$ cat src/flash_id_pkg.sv
package flash_id_pkg;

    // ------------------------------------------------------------------
    // Widths
    // ------------------------------------------------------------------
    localparam int DATA_W    = 16;
    localparam int IB_ADDR_W = 24;
    localparam int PB_ADDR_W = 16;
    localparam int ES_ADDR_W = 16;
    localparam int NUM_FLASH = 16;
    localparam int BE_W      = 2;

    // ------------------------------------------------------------------
    // Flash control registers on the internal memory bus
    // ------------------------------------------------------------------
    // Index order: control0 low/high, control1 low/high, data0 low/high,
    // data1 low/high, address low/high, error, nv write protect low/high,
    // nv access protect0, nv access protect1 low/high
    localparam int IDX_CTRL0_LOW  = 0;
    localparam int IDX_DATA0_LOW  = 4;
    localparam int IDX_ADDR_LOW   = 8;
    localparam int IDX_ERROR      = 10;
    localparam int IDX_NV_FIRST   = 11;

    localparam logic [NUM_FLASH-1:0][IB_ADDR_W-1:0] FLASH_ADDR = {
        24'h0e_dfbe, 24'h0e_dfbc, 24'h0e_dfb8, 24'h0e_dfb6,
        24'h0e_dfb4, 24'h0e_0014, 24'h0e_0012, 24'h0e_0010,
        24'h0e_000e, 24'h0e_000c, 24'h0e_000a, 24'h0e_0008,
        24'h0e_0006, 24'h0e_0004, 24'h0e_0002, 24'h0e_0000
    };

    localparam logic [NUM_FLASH-1:0][DATA_W-1:0] FLASH_RESET = {
        16'hffff, 16'hffff, 16'hacff, 16'hffff,
        16'hffff, 16'h0000, 16'h0000, 16'h0000,
        16'hffff, 16'hffff, 16'hffff, 16'hffff,
        16'h0000, 16'h0000, 16'h0000, 16'h0000
    };

    // Flash register window, used to flag misses inside it
    localparam logic [7:0] FLASH_WINDOW = 8'h0e;
    localparam int         WINDOW_LSB   = 16;

    // Only both byte lanes together make a legal access
    localparam logic [BE_W-1:0] BYTE_EN_WORD = 2'h3;

    // ------------------------------------------------------------------
    // Volatile temporary unprotection register, peripheral bus
    // ------------------------------------------------------------------
    localparam logic [PB_ADDR_W-1:0] UNPROT_ADDR  = 16'hee90;
    localparam logic [DATA_W-1:0]    UNPROT_RESET = 16'h0000;

    // ------------------------------------------------------------------
    // Identification registers in extended function register space
    // ------------------------------------------------------------------
    localparam logic [ES_ADDR_W-1:0] ID_PROG_ADDR  = 16'hf078;
    localparam logic [ES_ADDR_W-1:0] ID_MEM_ADDR   = 16'hf07a;
    localparam logic [ES_ADDR_W-1:0] ID_PART_ADDR  = 16'hf07c;
    localparam logic [ES_ADDR_W-1:0] ID_MAKER_ADDR = 16'hf07e;

    localparam logic [4:0] MAKER_FIXED      = 5'h03;
    localparam logic [3:0] MEM_KIND_NONE    = 4'h0;
    localparam logic [3:0] MEM_KIND_MASKROM = 4'h1;
    localparam logic [3:0] MEM_KIND_STDFL   = 4'h2;
    localparam logic [3:0] MEM_KIND_HPFL    = 4'h3;
    localparam logic [3:0] MEM_KIND_UNINIT  = 4'hf;
    localparam logic [7:0] PROG_VDD_5V      = 8'h40;
    localparam logic [7:0] PROG_VPP_NONE    = 8'h00;

    // ------------------------------------------------------------------
    // Boot select capture
    // ------------------------------------------------------------------
    localparam logic [1:0] BOOT_SETTLE_CYCLES = 2'h3;

endpackage

$ cat src/id_if.sv
interface id_if;
    logic [15:0] addr;
    logic        idValid;
    logic [15:0] data;
    logic        hit;

    modport mux (
        input  addr,
        input  idValid,
        output data,
        output hit
    );

    modport host (
        output addr,
        output idValid,
        input  data,
        input  hit
    );
endinterface

$ cat src/boot_pin_sync.sv
module boot_pin_sync (
    // Clock and reset
    input  logic mclk,
    input  logic rstn,
    input  logic ce,
    // Pin and settled level
    input  logic pinIn,
    output logic level
);
    typedef struct packed {
        logic ff1;
        logic ff2;
        logic ff3;
        logic stable;
    } sync_t;

    sync_t s_q;
    sync_t s_d;

    // Level only moves once the second and third stage agree
    always_comb begin
        s_d        = s_q;
        s_d.ff1    = pinIn;
        s_d.ff2    = s_q.ff1;
        s_d.ff3    = s_q.ff2;
        if (s_q.ff2 == s_q.ff3) begin
            s_d.stable = s_q.ff3;
        end
    end

    always_ff @(posedge mclk or negedge rstn) begin
        if (!rstn) begin
            s_q <= '0;
        end else if (ce) begin
            s_q <= s_d;
        end
    end

    assign level = s_q.stable;
endmodule

$ cat src/id_reg_mux.sv
module id_reg_mux
    import flash_id_pkg::*;
#(
    parameter logic [10:0] MAKER_CODE    = 11'h2aa,
    parameter logic [11:0] PART_CODE     = 12'h5a5,
    parameter logic [3:0]  REVISION      = 4'h1,
    parameter logic [11:0] MEM_CAPACITY  = 12'h080
) (
    // Lookup port
    id_if.mux idx
);
    logic [3:0] memKind;

    // Kind nibble reads all ones until the flash has initialised
    assign memKind = idx.idValid ? MEM_KIND_HPFL
                                 : MEM_KIND_UNINIT;

    always_comb begin
        idx.hit  = 1'b1;
        idx.data = '0;
        unique case (idx.addr)
            ID_MAKER_ADDR: idx.data = {MAKER_CODE, MAKER_FIXED};
            ID_PART_ADDR:  idx.data = {PART_CODE, REVISION};
            ID_MEM_ADDR:   idx.data = {memKind, MEM_CAPACITY};
            ID_PROG_ADDR:  idx.data = {PROG_VPP_NONE,
                                       PROG_VDD_5V};
            default: begin
                idx.hit  = 1'b0;
                idx.data = '0;
            end
        endcase
    end
endmodule

$ cat src/flash_id_regs.sv
module flash_id_regs
#(
    parameter logic [10:0] MAKER_CODE   = 11'h2aa,
    parameter logic [11:0] PART_CODE    = 12'h5a5,
    parameter logic [3:0]  REVISION     = 4'h1,
    parameter logic [11:0] MEM_CAPACITY = 12'h080
) (
    // Clock, reset and clock enable
    input  logic                                 mclk,
    input  logic                                 rstn,
    input  logic                                 ce,
    // Boot selection and flash controller status
    input  logic                                 bootSelectPin,
    input  logic                                 flashInitDone,
    input  logic [flash_id_pkg::DATA_W-1:0]      errorSet,
    output logic                                 fetchEnable,
    output logic                                 bootInternal,
    output logic                                 idValid,
    // Internal memory bus
    input  logic                                 ibSel,
    input  logic                                 ibWr,
    input  logic                                 ibBitOp,
    input  logic [flash_id_pkg::BE_W-1:0]        ibByteEn,
    input  logic [flash_id_pkg::IB_ADDR_W-1:0]   ibAddr,
    input  logic [flash_id_pkg::DATA_W-1:0]      ibWdata,
    output logic [flash_id_pkg::DATA_W-1:0]      ibRdata,
    output logic                                 ibAck,
    output logic                                 ibErr,
    // On-chip peripheral bus
    input  logic                                 pbSel,
    input  logic                                 pbWr,
    input  logic [flash_id_pkg::PB_ADDR_W-1:0]   pbAddr,
    input  logic [flash_id_pkg::DATA_W-1:0]      pbWdata,
    output logic [flash_id_pkg::DATA_W-1:0]      pbRdata,
    output logic                                 pbAck,
    // Extended function register space
    input  logic                                 esSel,
    input  logic                                 esWr,
    input  logic [flash_id_pkg::ES_ADDR_W-1:0]   esAddr,
    output logic [flash_id_pkg::DATA_W-1:0]      esRdata,
    output logic                                 esAck,
    // Register contents toward the flash controller
    output logic [4*flash_id_pkg::DATA_W-1:0]    ctrlWords,
    output logic [4*flash_id_pkg::DATA_W-1:0]    dataWords,
    output logic [2*flash_id_pkg::DATA_W-1:0]    addrWords,
    output logic [flash_id_pkg::DATA_W-1:0]      errorWord,
    output logic [5*flash_id_pkg::DATA_W-1:0]    protWords,
    output logic [flash_id_pkg::DATA_W-1:0]      unprotectWord
);
    import flash_id_pkg::*;

    // ------------------------------------------------------------------
    // State
    // ------------------------------------------------------------------
    typedef logic [NUM_FLASH-1:0][DATA_W-1:0] flash_bank_t;

    typedef struct packed {
        flash_bank_t       flash;
        logic [DATA_W-1:0] unprot;
        logic [DATA_W-1:0] ibRdata;
        logic              ibAck;
        logic              ibErr;
        logic [DATA_W-1:0] pbRdata;
        logic              pbAck;
        logic [DATA_W-1:0] esRdata;
        logic              esAck;
        logic              idValid;
        logic [1:0]        settle;
        logic              bootCaught;
        logic              bootInternal;
    } state_t;

    localparam state_t STATE_RESET = '{
        flash:        FLASH_RESET,
        unprot:       UNPROT_RESET,
        ibRdata:      '0,
        ibAck:        1'b0,
        ibErr:        1'b0,
        pbRdata:      '0,
        pbAck:        1'b0,
        esRdata:      '0,
        esAck:        1'b0,
        idValid:      1'b0,
        settle:       '0,
        bootCaught:   1'b0,
        bootInternal: 1'b0
    };

    state_t s_q;
    state_t s_d;

    // ------------------------------------------------------------------
    // Boot select pin
    // ------------------------------------------------------------------
    logic bootLevel;

    // Synchroniser keeps sampling through reset, so the level of the
    // pin held during reset is already settled when reset releases
    boot_pin_sync bootSync (
        .mclk  (mclk),
        .rstn  (1'b1),
        .ce    (ce),
        .pinIn (bootSelectPin),
        .level (bootLevel)
    );

    // ------------------------------------------------------------------
    // Identification lookup
    // ------------------------------------------------------------------
    id_if idBus ();

    assign idBus.addr    = esAddr;
    assign idBus.idValid = s_q.idValid;

    id_reg_mux #(
        .MAKER_CODE   (MAKER_CODE),
        .PART_CODE    (PART_CODE),
        .REVISION     (REVISION),
        .MEM_CAPACITY (MEM_CAPACITY)
    ) idMux (
        .idx (idBus)
    );

    // ------------------------------------------------------------------
    // Internal memory bus decode
    // ------------------------------------------------------------------
    logic [NUM_FLASH-1:0]              ibHit;
    logic [NUM_FLASH-1:0][DATA_W-1:0]  ibMasked;
    logic [DATA_W-1:0]                 ibReadMux;
    logic                              ibInWindow;
    logic                              ibWholeWord;

    // One comparator and one read gate per flash register
    for (genvar i = 0; i < NUM_FLASH; i++) begin : gEntry
        assign ibHit[i]    = (ibAddr == FLASH_ADDR[i]);
        assign ibMasked[i] = ibHit[i] ? s_q.flash[i] : '0;
    end

    always_comb begin
        ibReadMux = '0;
        for (int k = 0; k < NUM_FLASH; k++) begin
            ibReadMux = ibReadMux | ibMasked[k];
        end
    end

    assign ibInWindow  = (ibAddr[IB_ADDR_W-1:WINDOW_LSB] == FLASH_WINDOW);
    // Partial lanes and set, clear or test operations are not taken
    assign ibWholeWord = (ibByteEn == BYTE_EN_WORD) && !ibBitOp;

    // ------------------------------------------------------------------
    // Next state
    // ------------------------------------------------------------------
    always_comb begin
        s_d       = s_q;
        s_d.ibAck = 1'b0;
        s_d.ibErr = 1'b0;
        s_d.pbAck = 1'b0;
        s_d.esAck = 1'b0;

        // Boot select is caught once, after the synchroniser has settled
        if (!s_q.bootCaught) begin
            if (s_q.settle == BOOT_SETTLE_CYCLES) begin
                s_d.bootCaught   = 1'b1;
                s_d.bootInternal = bootLevel;
            end else begin
                s_d.settle = s_q.settle + 2'h1;
            end
        end

        // Initialisation done is sticky until the next reset
        if (flashInitDone) begin
            s_d.idValid = 1'b1;
        end

        // Flash registers: whole words only, misses in window flagged
        if (ibSel && ibInWindow) begin
            s_d.ibAck = 1'b1;
            if ((ibHit == '0) || !ibWholeWord) begin
                s_d.ibErr   = 1'b1;
                s_d.ibRdata = '0;
            end else if (ibWr) begin
                for (int k = 0; k < NUM_FLASH; k++) begin
                    if (ibHit[k]) begin
                        s_d.flash[k] = ibWdata;
                    end
                end
            end else begin
                s_d.ibRdata = ibReadMux;
            end
        end

        // Controller error events win over a software write
        s_d.flash[IDX_ERROR] = s_d.flash[IDX_ERROR] | errorSet;

        // Volatile unprotection register sits on the peripheral bus
        if (pbSel && (pbAddr == UNPROT_ADDR)) begin
            s_d.pbAck = 1'b1;
            if (pbWr) begin
                s_d.unprot = pbWdata;
            end else begin
                s_d.pbRdata = s_q.unprot;
            end
        end

        // Identification registers: reads answered, writes dropped
        if (esSel && idBus.hit) begin
            s_d.esAck = 1'b1;
            if (!esWr) begin
                s_d.esRdata = idBus.data;
            end
        end
    end

    // ------------------------------------------------------------------
    // Registers
    // ------------------------------------------------------------------
    always_ff @(posedge mclk or negedge rstn) begin
        if (!rstn) begin
            s_q <= STATE_RESET;
        end else if (ce) begin
            s_q <= s_d;
        end
    end

    // ------------------------------------------------------------------
    // Outputs
    // ------------------------------------------------------------------
    // Internal boot holds fetches until the identification data is good;
    // external boot runs at once and software polls the kind nibble
    assign fetchEnable  = s_q.bootCaught &&
                          (!s_q.bootInternal || s_q.idValid);
    assign bootInternal = s_q.bootInternal;
    assign idValid      = s_q.idValid;

    assign ibRdata = s_q.ibRdata;
    assign ibAck   = s_q.ibAck;
    assign ibErr   = s_q.ibErr;
    assign pbRdata = s_q.pbRdata;
    assign pbAck   = s_q.pbAck;
    assign esRdata = s_q.esRdata;
    assign esAck   = s_q.esAck;

    assign ctrlWords     = s_q.flash[IDX_CTRL0_LOW+3:IDX_CTRL0_LOW];
    assign dataWords     = s_q.flash[IDX_DATA0_LOW+3:IDX_DATA0_LOW];
    assign addrWords     = s_q.flash[IDX_ADDR_LOW+1:IDX_ADDR_LOW];
    assign errorWord     = s_q.flash[IDX_ERROR];
    assign protWords     = s_q.flash[NUM_FLASH-1:IDX_NV_FIRST];
    assign unprotectWord = s_q.unprot;
endmodule

$ cat config.mk
export PLATFORM = sky130hd
export DESIGN_NAME = flash_id_regs
export DESIGN_NICKNAME = d
export VERILOG_FILES = /design/src/flash_id_pkg.sv /design/src/id_if.sv /design/src/boot_pin_sync.sv /design/src/id_reg_mux.sv /design/src/flash_id_regs.sv
export SDC_FILE = /design/constraint.sdc
export NUM_CORES = 1
export LEC_CHECK = 0
export ABC_AREA = 1
export BUFFER_PORTS_ARGS = -buffer_cell sky130_fd_sc_hd__buf_2
export CAP_MARGIN = 20
export CELL_PAD_IN_SITES_DETAIL_PLACEMENT = 0
export CELL_PAD_IN_SITES_GLOBAL_PLACEMENT = 2
export CORE_UTILIZATION = 31
export DETAILED_ROUTE_END_ITERATION = 6
export HOLD_SLACK_MARGIN = 0.05
export PLACE_DENSITY_LB_ADDON = 0.1
export SLEW_MARGIN = 20
export SYNTH_ARGS = -nofsm -noshare
export SYNTH_HDL_FRONTEND = slang
export SYNTH_SLANG_ARGS = --single-unit
$ cat constraint.sdc
create_clock -name mclk -period 1.52 [get_ports mclk]
set_clock_uncertainty 0.15 [all_clocks]
set_input_delay 0.076 -clock mclk [delete_from_list [all_inputs] [get_ports mclk]]
set_output_delay 0.076 -clock mclk [all_outputs]
set_load 0.01 [all_outputs]
==> results.yml, run 1 <==
run_status:
  outcome: "complete, but fails checks"
  violations: "negative hold slack, negative setup slack"
route:
  drt_iter0_drc: 1345
  viasPerCell: 4.906
  first_pass_iters: 5
  drcViolationCount: 0
  drtAntennaViolNets: 0
  wirelength_um: 85370
  dr_total_vias: 17250
  drt-wirelength-per-cell_um: 24.28
pwr:
  swShare: 0.2429
  internal_power_uw: 15180
  power_density_nw_per_um2: 744.8
  ir_worst_vdd_v: 0.0006870
  p_clk_frac: 0.510
  p_leak_uw: 0.01298
  p_switching_uw: 4871
  pwr-share-seq: 0.434
  power_uw: 20050
  combPwrFrac: 0.056
final_layout:
  final_cell_mix: "buf_2 (402), nand2_1 (347), buf_4 (273)"
  final_nets: 2845
  num-fill-cells: 5574
  syn_to_final_growth_pct: 50.05
  layout_commonest_cell: "buf_2"
  layout-drive-gt1-share: 0.5308
  diodes: 0
global_route:
  grt_pass1_vias: 17030
  grt_usage: 0.2839
  grt_max_degree: 58
  gr-total-overflow: 0
  grt_pass1_wl_um: 121500
  antenna_found_initial: 0
logic_synthesis:
  synthArstFlopShare: 0.9877
  synth_area_per_cell_um2: 8.268
  syn_area_um2: 17940
  synth_edf_count: 4
  ys_seq_area_frac: 0.4642
  yosys_register_bits: 325
  ys_warn_count: 0
  synth_ff_type: "dfrtp_1"
  netlist-cell-type-count: 36
  netlist_instances: 2170
worst_setup_path:
  crit_family: "simple AND/OR/NAND/NOR gates"
  cp-endpoint: "ctrlWords[29]"
  timing.rr.end: "ibRdata[7]"
  start_kind: "input pin"
  cpPeakStageDelay_ns: 0.19
  worstRegToRegCells: 6
  cp_common_cell: "nand2_2"
  arrival_ns: 2.04
  path_class: "input pin to flip-flop"
  crit_required_ns: 1.83
  reg2reg_setup_slack_ns: -0.05
  path_max_fanout: 7
  critPathCaptureType: "flip-flop"
  r2r-start: "dataWords[55]"
  critical_path_depth: 20
  path_buf_inv: 7
  worst_path_max_delay_cell: "buf_12"
  crit_start: "ibAddr[23]"
  cp_cell_sequence: "buf_8, nor2_4, nand2_2, nor2_4, buf_12, buf_12, nand3_4, nand2_2, inv_2, nand2_2, nor2_2, nand2_2, nand2_2, nor2_4, buf_6, buf_12, nand2_8, buf_12, nand2_4, o21ai_2"
clocking:
  cts_buffer_depth: 3
  clock_latency_ns: 0.58
  htreeDepth: 2
  holdBufCountCts: 82
  cts_buffers: 42
  cts_tree: "yes"
  cts.sinks: 325
  root_buffer: "clkbuf_16"
  clkTransAtPathRegs_ns: 0.05
floorplan:
  die-area_um2: 58850
  core_area_um2: 56820
  start_util: 0.3158
  placementRows: 87
  io_pins: 445
  fp.dieH_um: 242.6
  fp.dieW_um: 242.6
job:
  drv_cap: 0
timing:
  period_share: 1.139
  fin_crit_ns: 1.731
  finalHoldViolations: 1
  final_max_slew_viol_count: 0
  worst_slack_ns: -0.2108
  tightest_slew_ns: 0.6672
  max_freq_ghz: 0.5778
  whs_ns: -0.02594
  finalSetupTns_ns: -36.88
  relSlewSlack: 0.5538
  rsz0062_at_grt: "yes"
  final-setup-viol-count: 368
placement:
  routabilityCongestion: 0.8736
  port_buffers: 441
  hpwl_um: 59220
worst_hold_path:
  hold_class: "input pin to flip-flop"
==> tightest hold or removal path: stages <==
cell     delay [ns]
buf_2          0.10
nor4_4         0.04
nand4_1        0.09
nor3_2         0.05
buf_4          0.16
a21o_1         0.15
==> routing by layer <==
metal | track usage | vias to the layer above | part of all wire
met2 | 0.4381 | 568 | 0.45
met3 | 0.04600 | 100 | 0.055
met4 | 0.07973 | 0 | 0.026
met5 | 0 | - | 0
met1 | 0.4083 | 8584 | 0.47
li1 | - | 7999 | -
==> what timing repair did <==
action / 4_1_cts / 5_1_grt
buffers inserted: 66 / 17
hold endpoints to repair: 622 / 1
gates cloned: 37 / 3
resized for setup: 450 / 176
pin swaps: 62 / 31
endpoints found under the setup margin: 408 / 462
==> area by class of cell <==
type                       instances  area (µm²)  share of cell area
clock inverter                    27       261.5            0.009713
multi-input combinational       1322        8123              0.3017
sequential                       325        8328              0.3093
clock buffer                      51        1136             0.04220
tap                              756       945.9             0.03513
inverter                         103       396.6             0.01473
timing repair buffer             932        7731              0.2872
==> cell usage after synthesis (all sizes together), types with 5 or more instances <==
cell type  number  area, µm²
inv           103      386.6
dfrtp         181       4529
nor2          137      551.8
o21ai         296       1481
clkbuf         79      297.8
o21a            5      37.54
nand4          45      281.5
dfstp         140       3679
mux2           34      382.9
nand3         269       1346
buf           364       2785
nand2         492       1927
==> worst min-delay path by stage <==
stage	from	to	slack (ns)	cells past startpoint
global route	pbAddr[6]	pbAck	-0.005	6
floorplan	rstn	addrWords[0]	-0.37	0
global placement	rstn	errorWord[4]	-0.17	1
finish	pbAddr[6]	pbAck	-0.03	6
CTS	pbAddr[6]	pbAck	-0.05	6
detailed placement	rstn	errorWord[4]	-0.17	1
==> logic make-up after synthesis <==
family | share of synthesized area
and+or+nand+nor | 0.2312
buffers and inverters | 0.1934
DFF | 0.4642
AOI/OAI and AO/OA | 0.08808
muxes | 0.02134
xor gates and xnor gates | 0.0009765
adders and majority gates | 0.0006972
other | 0.0002090
==> stage by stage <==
stage | instances | worst slack (ns) | util | cell area, µm²
after floorplan | 2172 | -0.4427 | - | 18170
after global placement | 3237 | -1.039 | 0.3689 | 20960
after detailed placement | 3237 | -1.102 | 0.3689 | 20960
after CTS | 3498 | -0.1531 | 0.4616 | 26230
after global routing | 3516 | -0.3349 | 0.4738 | 26920
final | 3516 | -0.2108 | 0.4738 | 26920
==> sequential cells by signal (all words and copies together) (netlist names), 2 cells and up <==
name and flops:
errorWord 16, ibRdata 16, s_q 3, addrWords 32
esRdata 8, unprotectWord 16, dataWords 64, bootSync.s_d 2
protWords 80, ctrlWords 64, pbRdata 16
==> power groups by stage <==
| stage | sequential, µW | clock [µW] | combinational [µW] |
|---|---|---|---|
| 2_1_floorplan | 8840 | 0 | 200 |
| 3_3_place_gp | 8840 | 0 | 838 |
| 3_5_place_dp | 8840 | 0 | 848 |
| 4_1_cts | 8700 | 10500 | 1110 |
| 5_1_grt | 8700 | 10800 | 1220 |
| 6_report | 8700 | 10200 | 1120 |
(Power assumes the default switching activity.)
==> run 2, diff against run 1 <==
Settings changed: CORE_UTILIZATION 31 to 32, CTS_BUF_LIST from default to sky130_fd_sc_hd__clkbuf_4, SYNTH_HIERARCHICAL from default to 1.
==> results.yml, run 2 <==
timing:
  fin_crit_ns: 1.847
  relSlewSlack: 0.5249
  final-setup-viol-count: 578
  final_max_slew_viol_count: 0
  tightest_slew_ns: 0.7103
  whs_ns: -0.2336
  finalHoldViolations: 24
  max_freq_ghz: 0.5415
  period_share: 1.215
  finalSetupTns_ns: -73.72
  rsz0062_at_grt: "yes"
  worst_slack_ns: -0.3266
global_route:
  grt_pass1_wl_um: 116600
  grt_usage: 0.2695
  grt_max_degree: 50
  antenna_found_initial: 1
  gr-total-overflow: 0
  grt_pass1_vias: 17720
logic_synthesis:
  yosysTopAreaCellShare: 0.2589
  synth_area_per_cell_um2: 7.898
  synthArstFlopShare: 1.000
  ys_warn_count: 6
  synth_top_area_cell: "dfrtp_1"
  ys_seq_area_frac: 0.4561
  synth_common_cells: "nand2_1 (805), buf_4 (335), inv_1 (209)"
  yosysMostFrequentCell: "nand2_1"
  syn_area_um2: 18650
  netlist_instances: 2362
  synth_ff_type: "dfrtp_1"
  netlist-cell-type-count: 35
  synth_edf_count: 0
  yosys_register_bits: 333
  synth_area_leaders: "dfrtp_1 (26%), dfstp_2 (20%), nand2_1 (16%), buf_4 (13%), o21ai_0 (5.3%)"
route:
  drtAntennaViolNets: 0
  dr_total_vias: 17970
  drt-wirelength-per-cell_um: 21.23
  viasPerCell: 4.591
  first_pass_iters: 5
  drt_iter0_drc: 1216
  drcViolationCount: 0
  wirelength_um: 83060
worst_setup_path:
  arrival_ns: 1.62
  cpPeakStageDelay_ns: 0.55
  start_kind: "flip-flop"
  critPathCaptureType: "output port"
  crit_required_ns: 1.29
  cp_common_cell: "buf_6"
  path_class: "flip-flop to output port"
  reg2reg_setup_slack_ns: -0.11
  path_max_fanout: 2
  worst_path_max_delay_cell: "dfstp_2"
  cp_cell_sequence: "buf_6, buf_6"
job:
  drv_cap: 0
floorplan:
  io_pins: 445
  start_util: 0.3233
  fp.dieW_um: 243.4
  fp.dieH_um: 243.4
  placementRows: 88
  core_area_um2: 57700
  die-area_um2: 59260
run_status:
  violations: "negative hold slack, negative setup slack"
  outcome: "complete, but fails checks"
clocking:
  clkTransAtPathRegs_ns: 0.06
  clock_latency_ns: 0.86
  cts_buffer_depth: 3
  cts_tree: "yes"
  cts_buffers: 101
  htreeDepth: 3
  cts.sinks: 333
  root_buffer: "clkbuf_4"
final_layout:
  largest_reg_flops: 80
  layout-drive-gt1-share: 0.4720
  final_cell_mix: "nand2_1 (739), buf_4 (351), buf_6 (260)"
  syn_to_final_growth_pct: 50.54
  layout_commonest_cell: "nand2_1"
  post-route-util: 0.4867
  final_nets: 3180
placement:
  hpwl_um: 58400
  routabilityCongestion: 0.8835
  post-place-ws_ns: -1.074
  port_buffers: 444
pwr:
  power_uw: 19510
  p_leak_uw: 0.01502
  power_density_nw_per_um2: 694.8
  ir_worst_vdd_v: 0.0008367
worst_hold_path:
  hold_class: "input pin to flip-flop"
==> run 2: cell families (layout without fill, tap and decap cells) <==
family,count (synthesis),count (layout),synth area share
AO/OA/AOI/OAI,245,245,0.06868
XOR/XNOR,1,1,0.0004696
adder cells (fa/ha/maj),1,1,0.0006706
buffers and inverters,660,1439,0.2045
flip-flops,333,333,0.4561
multiplexers,50,50,0.03018
other,2,9,0.0004026
AND/OR/NAND/NOR,1070,1070,0.2390
==> run 2: area by class of cell <==
cell class	count	area, µm²
Fill cell	5815	29610
Timing Repair Buffer	1026	9159
Sequential cell	333	8527
Multi-Input combinational cell	1374	7184
Clock buffer	163	1224
Tap cell	765	957.2
Inverter	225	870.8
Clock inverter	25	155.1
Antenna cell	2	5.005
==> run 2: timing repair <==
action,4_1_cts,5_1_grt
hold buffers,173,3
setup buffers,174,68
cloned,0,7
endpoints found under the setup margin,566,638
endpoints found under the hold margin,662,43
gates resized for setup,335,299
pin swaps,11,114
==> run 2: power by group <==
part	internal, µW	switching (µW)	total [µW]
sequential	8900	8.66	8910
combinational	502	679	1180
clock	5030	4400	9420
total	14400	5080	19500
==> run 2: metal layers <==
metal | up-vias | part of all wire | global-route usage
met5 | - | 0 | 0
met4 | 0 | 0.027 | 0.09582
met3 | 116 | 0.072 | 0.06092
met2 | 657 | 0.45 | 0.4060
met1 | 8710 | 0.45 | 0.3766
li1 | 8482 | - | -
==> run 2: critical path, delay by kind of cell (launching register included) <==
family	cells	cell delay (ns)
flops	1	0.55
buf+inv	2	0.22
==> run 2: final timing paths <==
check | from | endpoint | depth (start not counted)
hold reg to reg | s_q[2] | s_q[2] | 1
hold / removal | ibByteEn[1] | errorWord[15] | 7
setup / recovery | dataWords[59] | dataWords[59] | 2
setup reg to reg | unprotectWord[13] | unprotectWord[13] | 3
min in group asynchronous | rstn | errorWord[0] | 3
max in group asynchronous | rstn | dataWords[48] | 4
==> run 2: metrics by stage <==
step / instance area (µm²) / cells
after floorplan: 18810 / 2367
after detailed placement: 21040 / 3358
final: 28080 / 3913
after CTS: 26730 / 3865
after global routing: 28080 / 3913
after global placement: 21040 / 3358
==> run 3, diff against run 2 <==
Settings changed: BUFFER_PORTS_ARGS -buffer_cell sky130_fd_sc_hd__buf_2 to default, CORE_UTILIZATION 32 to 35, DONT_BUFFER_PORTS from default to 1.
==> results.yml, run 3 (same netlist as run 2, synthesis figures left out) <==
clocking:
  cts_buffer_depth: 3
  clock_latency_ns: 0.88
  cts.sinks: 333
  cts_tree: "yes"
  root_buffer: "clkbuf_4"
  clkTransAtPathRegs_ns: 0.06
  htreeDepth: 3
  cts_buffers: 99
floorplan:
  placementRows: 84
  core_area_um2: 52660
  fp.dieW_um: 232.9
  fp.dieH_um: 232.9
  die-area_um2: 54220
  io_pins: 445
  start_util: 0.3543
run_status:
  violations: "negative hold slack, max-slew violations, negative setup slack"
  outcome: "complete, but fails checks"
final_layout:
  finish.instance_area_um2: 26130
  layout-drive-gt1-share: 0.4509
  num-fill-cells: 5239
  regArea_um2: 8562
  final_cell_mix: "nand2_1 (641), buf_6 (231), buf_4 (211)"
  largest_reg_flops: 80
  fin_cells: 3453
  layout_commonest_cell: "nand2_1"
  syn_to_final_growth_pct: 40.06
  multiInputGateArea_um2: 7536
  final_nets: 2799
worst_setup_path:
  reg2reg_setup_slack_ns: -0.07
  timing.rr.end: "ibRdata[4]"
  arrival_ns: 2.48
  path_max_fanout: 8
  path_class: "input pin to flip-flop"
  start_kind: "input pin"
  critPathCaptureType: "flip-flop"
  crit_required_ns: 2.10
  worstRegToRegCells: 7
  r2r-start: "errorWord[4]"
route:
  wirelength_um: 82650
  drtAntennaViolNets: 0
  drcViolationCount: 0
  viasPerCell: 4.783
  first_pass_iters: 5
  drt-wirelength-per-cell_um: 23.93
  drt_iter0_drc: 952
  dr_total_vias: 16510
global_route:
  antenna_found_initial: 10
  grt_pass1_wl_um: 109200
  grt_max_degree: 330
  grt_usage: 0.2819
  gr-total-overflow: 0
  grt_pass1_vias: 15490
pwr:
  power_uw: 18850
  p_leak_uw: 0.01352
  ir_worst_vdd_v: 0.0005615
  power_density_nw_per_um2: 721.6
timing:
  fin_crit_ns: 1.909
  rsz0062_at_grt: "yes"
  max_freq_ghz: 0.5239
  final-setup-viol-count: 574
  final_max_slew_viol_count: 168
  worst_slack_ns: -0.3886
  relSlewSlack: -0.2759
  finalHoldViolations: 357
  whs_ns: -1.206
  tightest_slew_ns: 1.914
  period_share: 1.256
placement:
  routabilityCongestion: 0.8921
  post-place-ws_ns: -0.8410
  dp.cells: 2990
  placed_area_um2: 19690
  hpwl_um: 55200
  port_buffers: 0
worst_hold_path:
  hold_class: "input pin to asynchronous set/reset pin"
job:
  drv_cap: 0
-- run 3: worst max-delay path by stage --
stage | startpoint | endpoint | slack [ns] | cells past startpoint
after global placement | ibAddr[11] | ibRdata[1] | -0.82 | 15
final | esAddr[9] | esRdata[4] | -0.39 | 10
after floorplan | ibAddr[11] | ctrlWords[53] | -0.66 | 17
after detailed placement | ibAddr[9] | ibRdata[1] | -0.84 | 15
after global routing | protWords[55] | protWords[55] | -0.41 | 2
after CTS | protWords[55] | protWords[55] | -0.40 | 2
-- run 3: timing repair --
item	4_1_cts	5_1_grt
gates cloned	0	21
endpoints found under the setup margin	334	649
setup buffers	59	73
hold buffers	136	12
endpoints found under the hold margin	662	400
pin swaps	7	114
resized for setup	277	513
-- run 3: cell type report --
| cell class | count | share of cell area |
|---|---|---|
| clock buffer | 153 | 0.04396 |
| multi-input combinational | 1375 | 0.2884 |
| inverter | 225 | 0.03424 |
| clock inverter | 29 | 0.006896 |
| sequential | 333 | 0.3277 |
| timing repair buffer | 646 | 0.2654 |
| antenna | 4 | 0.0003831 |
| tap | 688 | 0.03295 |
-- run 3: per-stage QoR --
stage	TNS (ns)	util	hold slack (ns)
global route	-134.56	0.4961	-1.282
floorplan	-160.86	-	-0.3696
finish	-98.61	0.4962	-1.206
global placement	-195.76	0.3740	-0.3555
detailed placement	-204.68	0.3740	-0.3571
CTS	-139.31	0.4501	-1.296
-- run 3: power breakdown --
| group | switching (µW) | internal, µW | leakage [µW] |
|---|---|---|---|
| Sequential | 8.67 | 8900 | 0.00381 |
| Combinational | 417 | 270 | 0.00892 |
| Clock | 4350 | 4910 | 0.000783 |
-- run 3: routing by layer --
metal | vias to the layer above | GRT usage | part of all wire
met3 | 118 | 0.09461 | 0.085
met2 | 556 | 0.4141 | 0.45
met5 | - | 0 | 0.00079
li1 | 7716 | - | -
met1 | 8114 | 0.3940 | 0.44
met4 | 10 | 0.07128 | 0.021
-- run 3: worst max-delay path, cell delays in order --
cell and delay [ns]:
dlygate4sd3_1 0.57, nor2_4 0.13, nand3_4 0.11, nor2_1 0.09, dlygate4sd3_1 0.57, nor2_1 0.04, nand2_1 0.06, nand3_2 0.09
or2_2 0.43, mux2_2 0.30
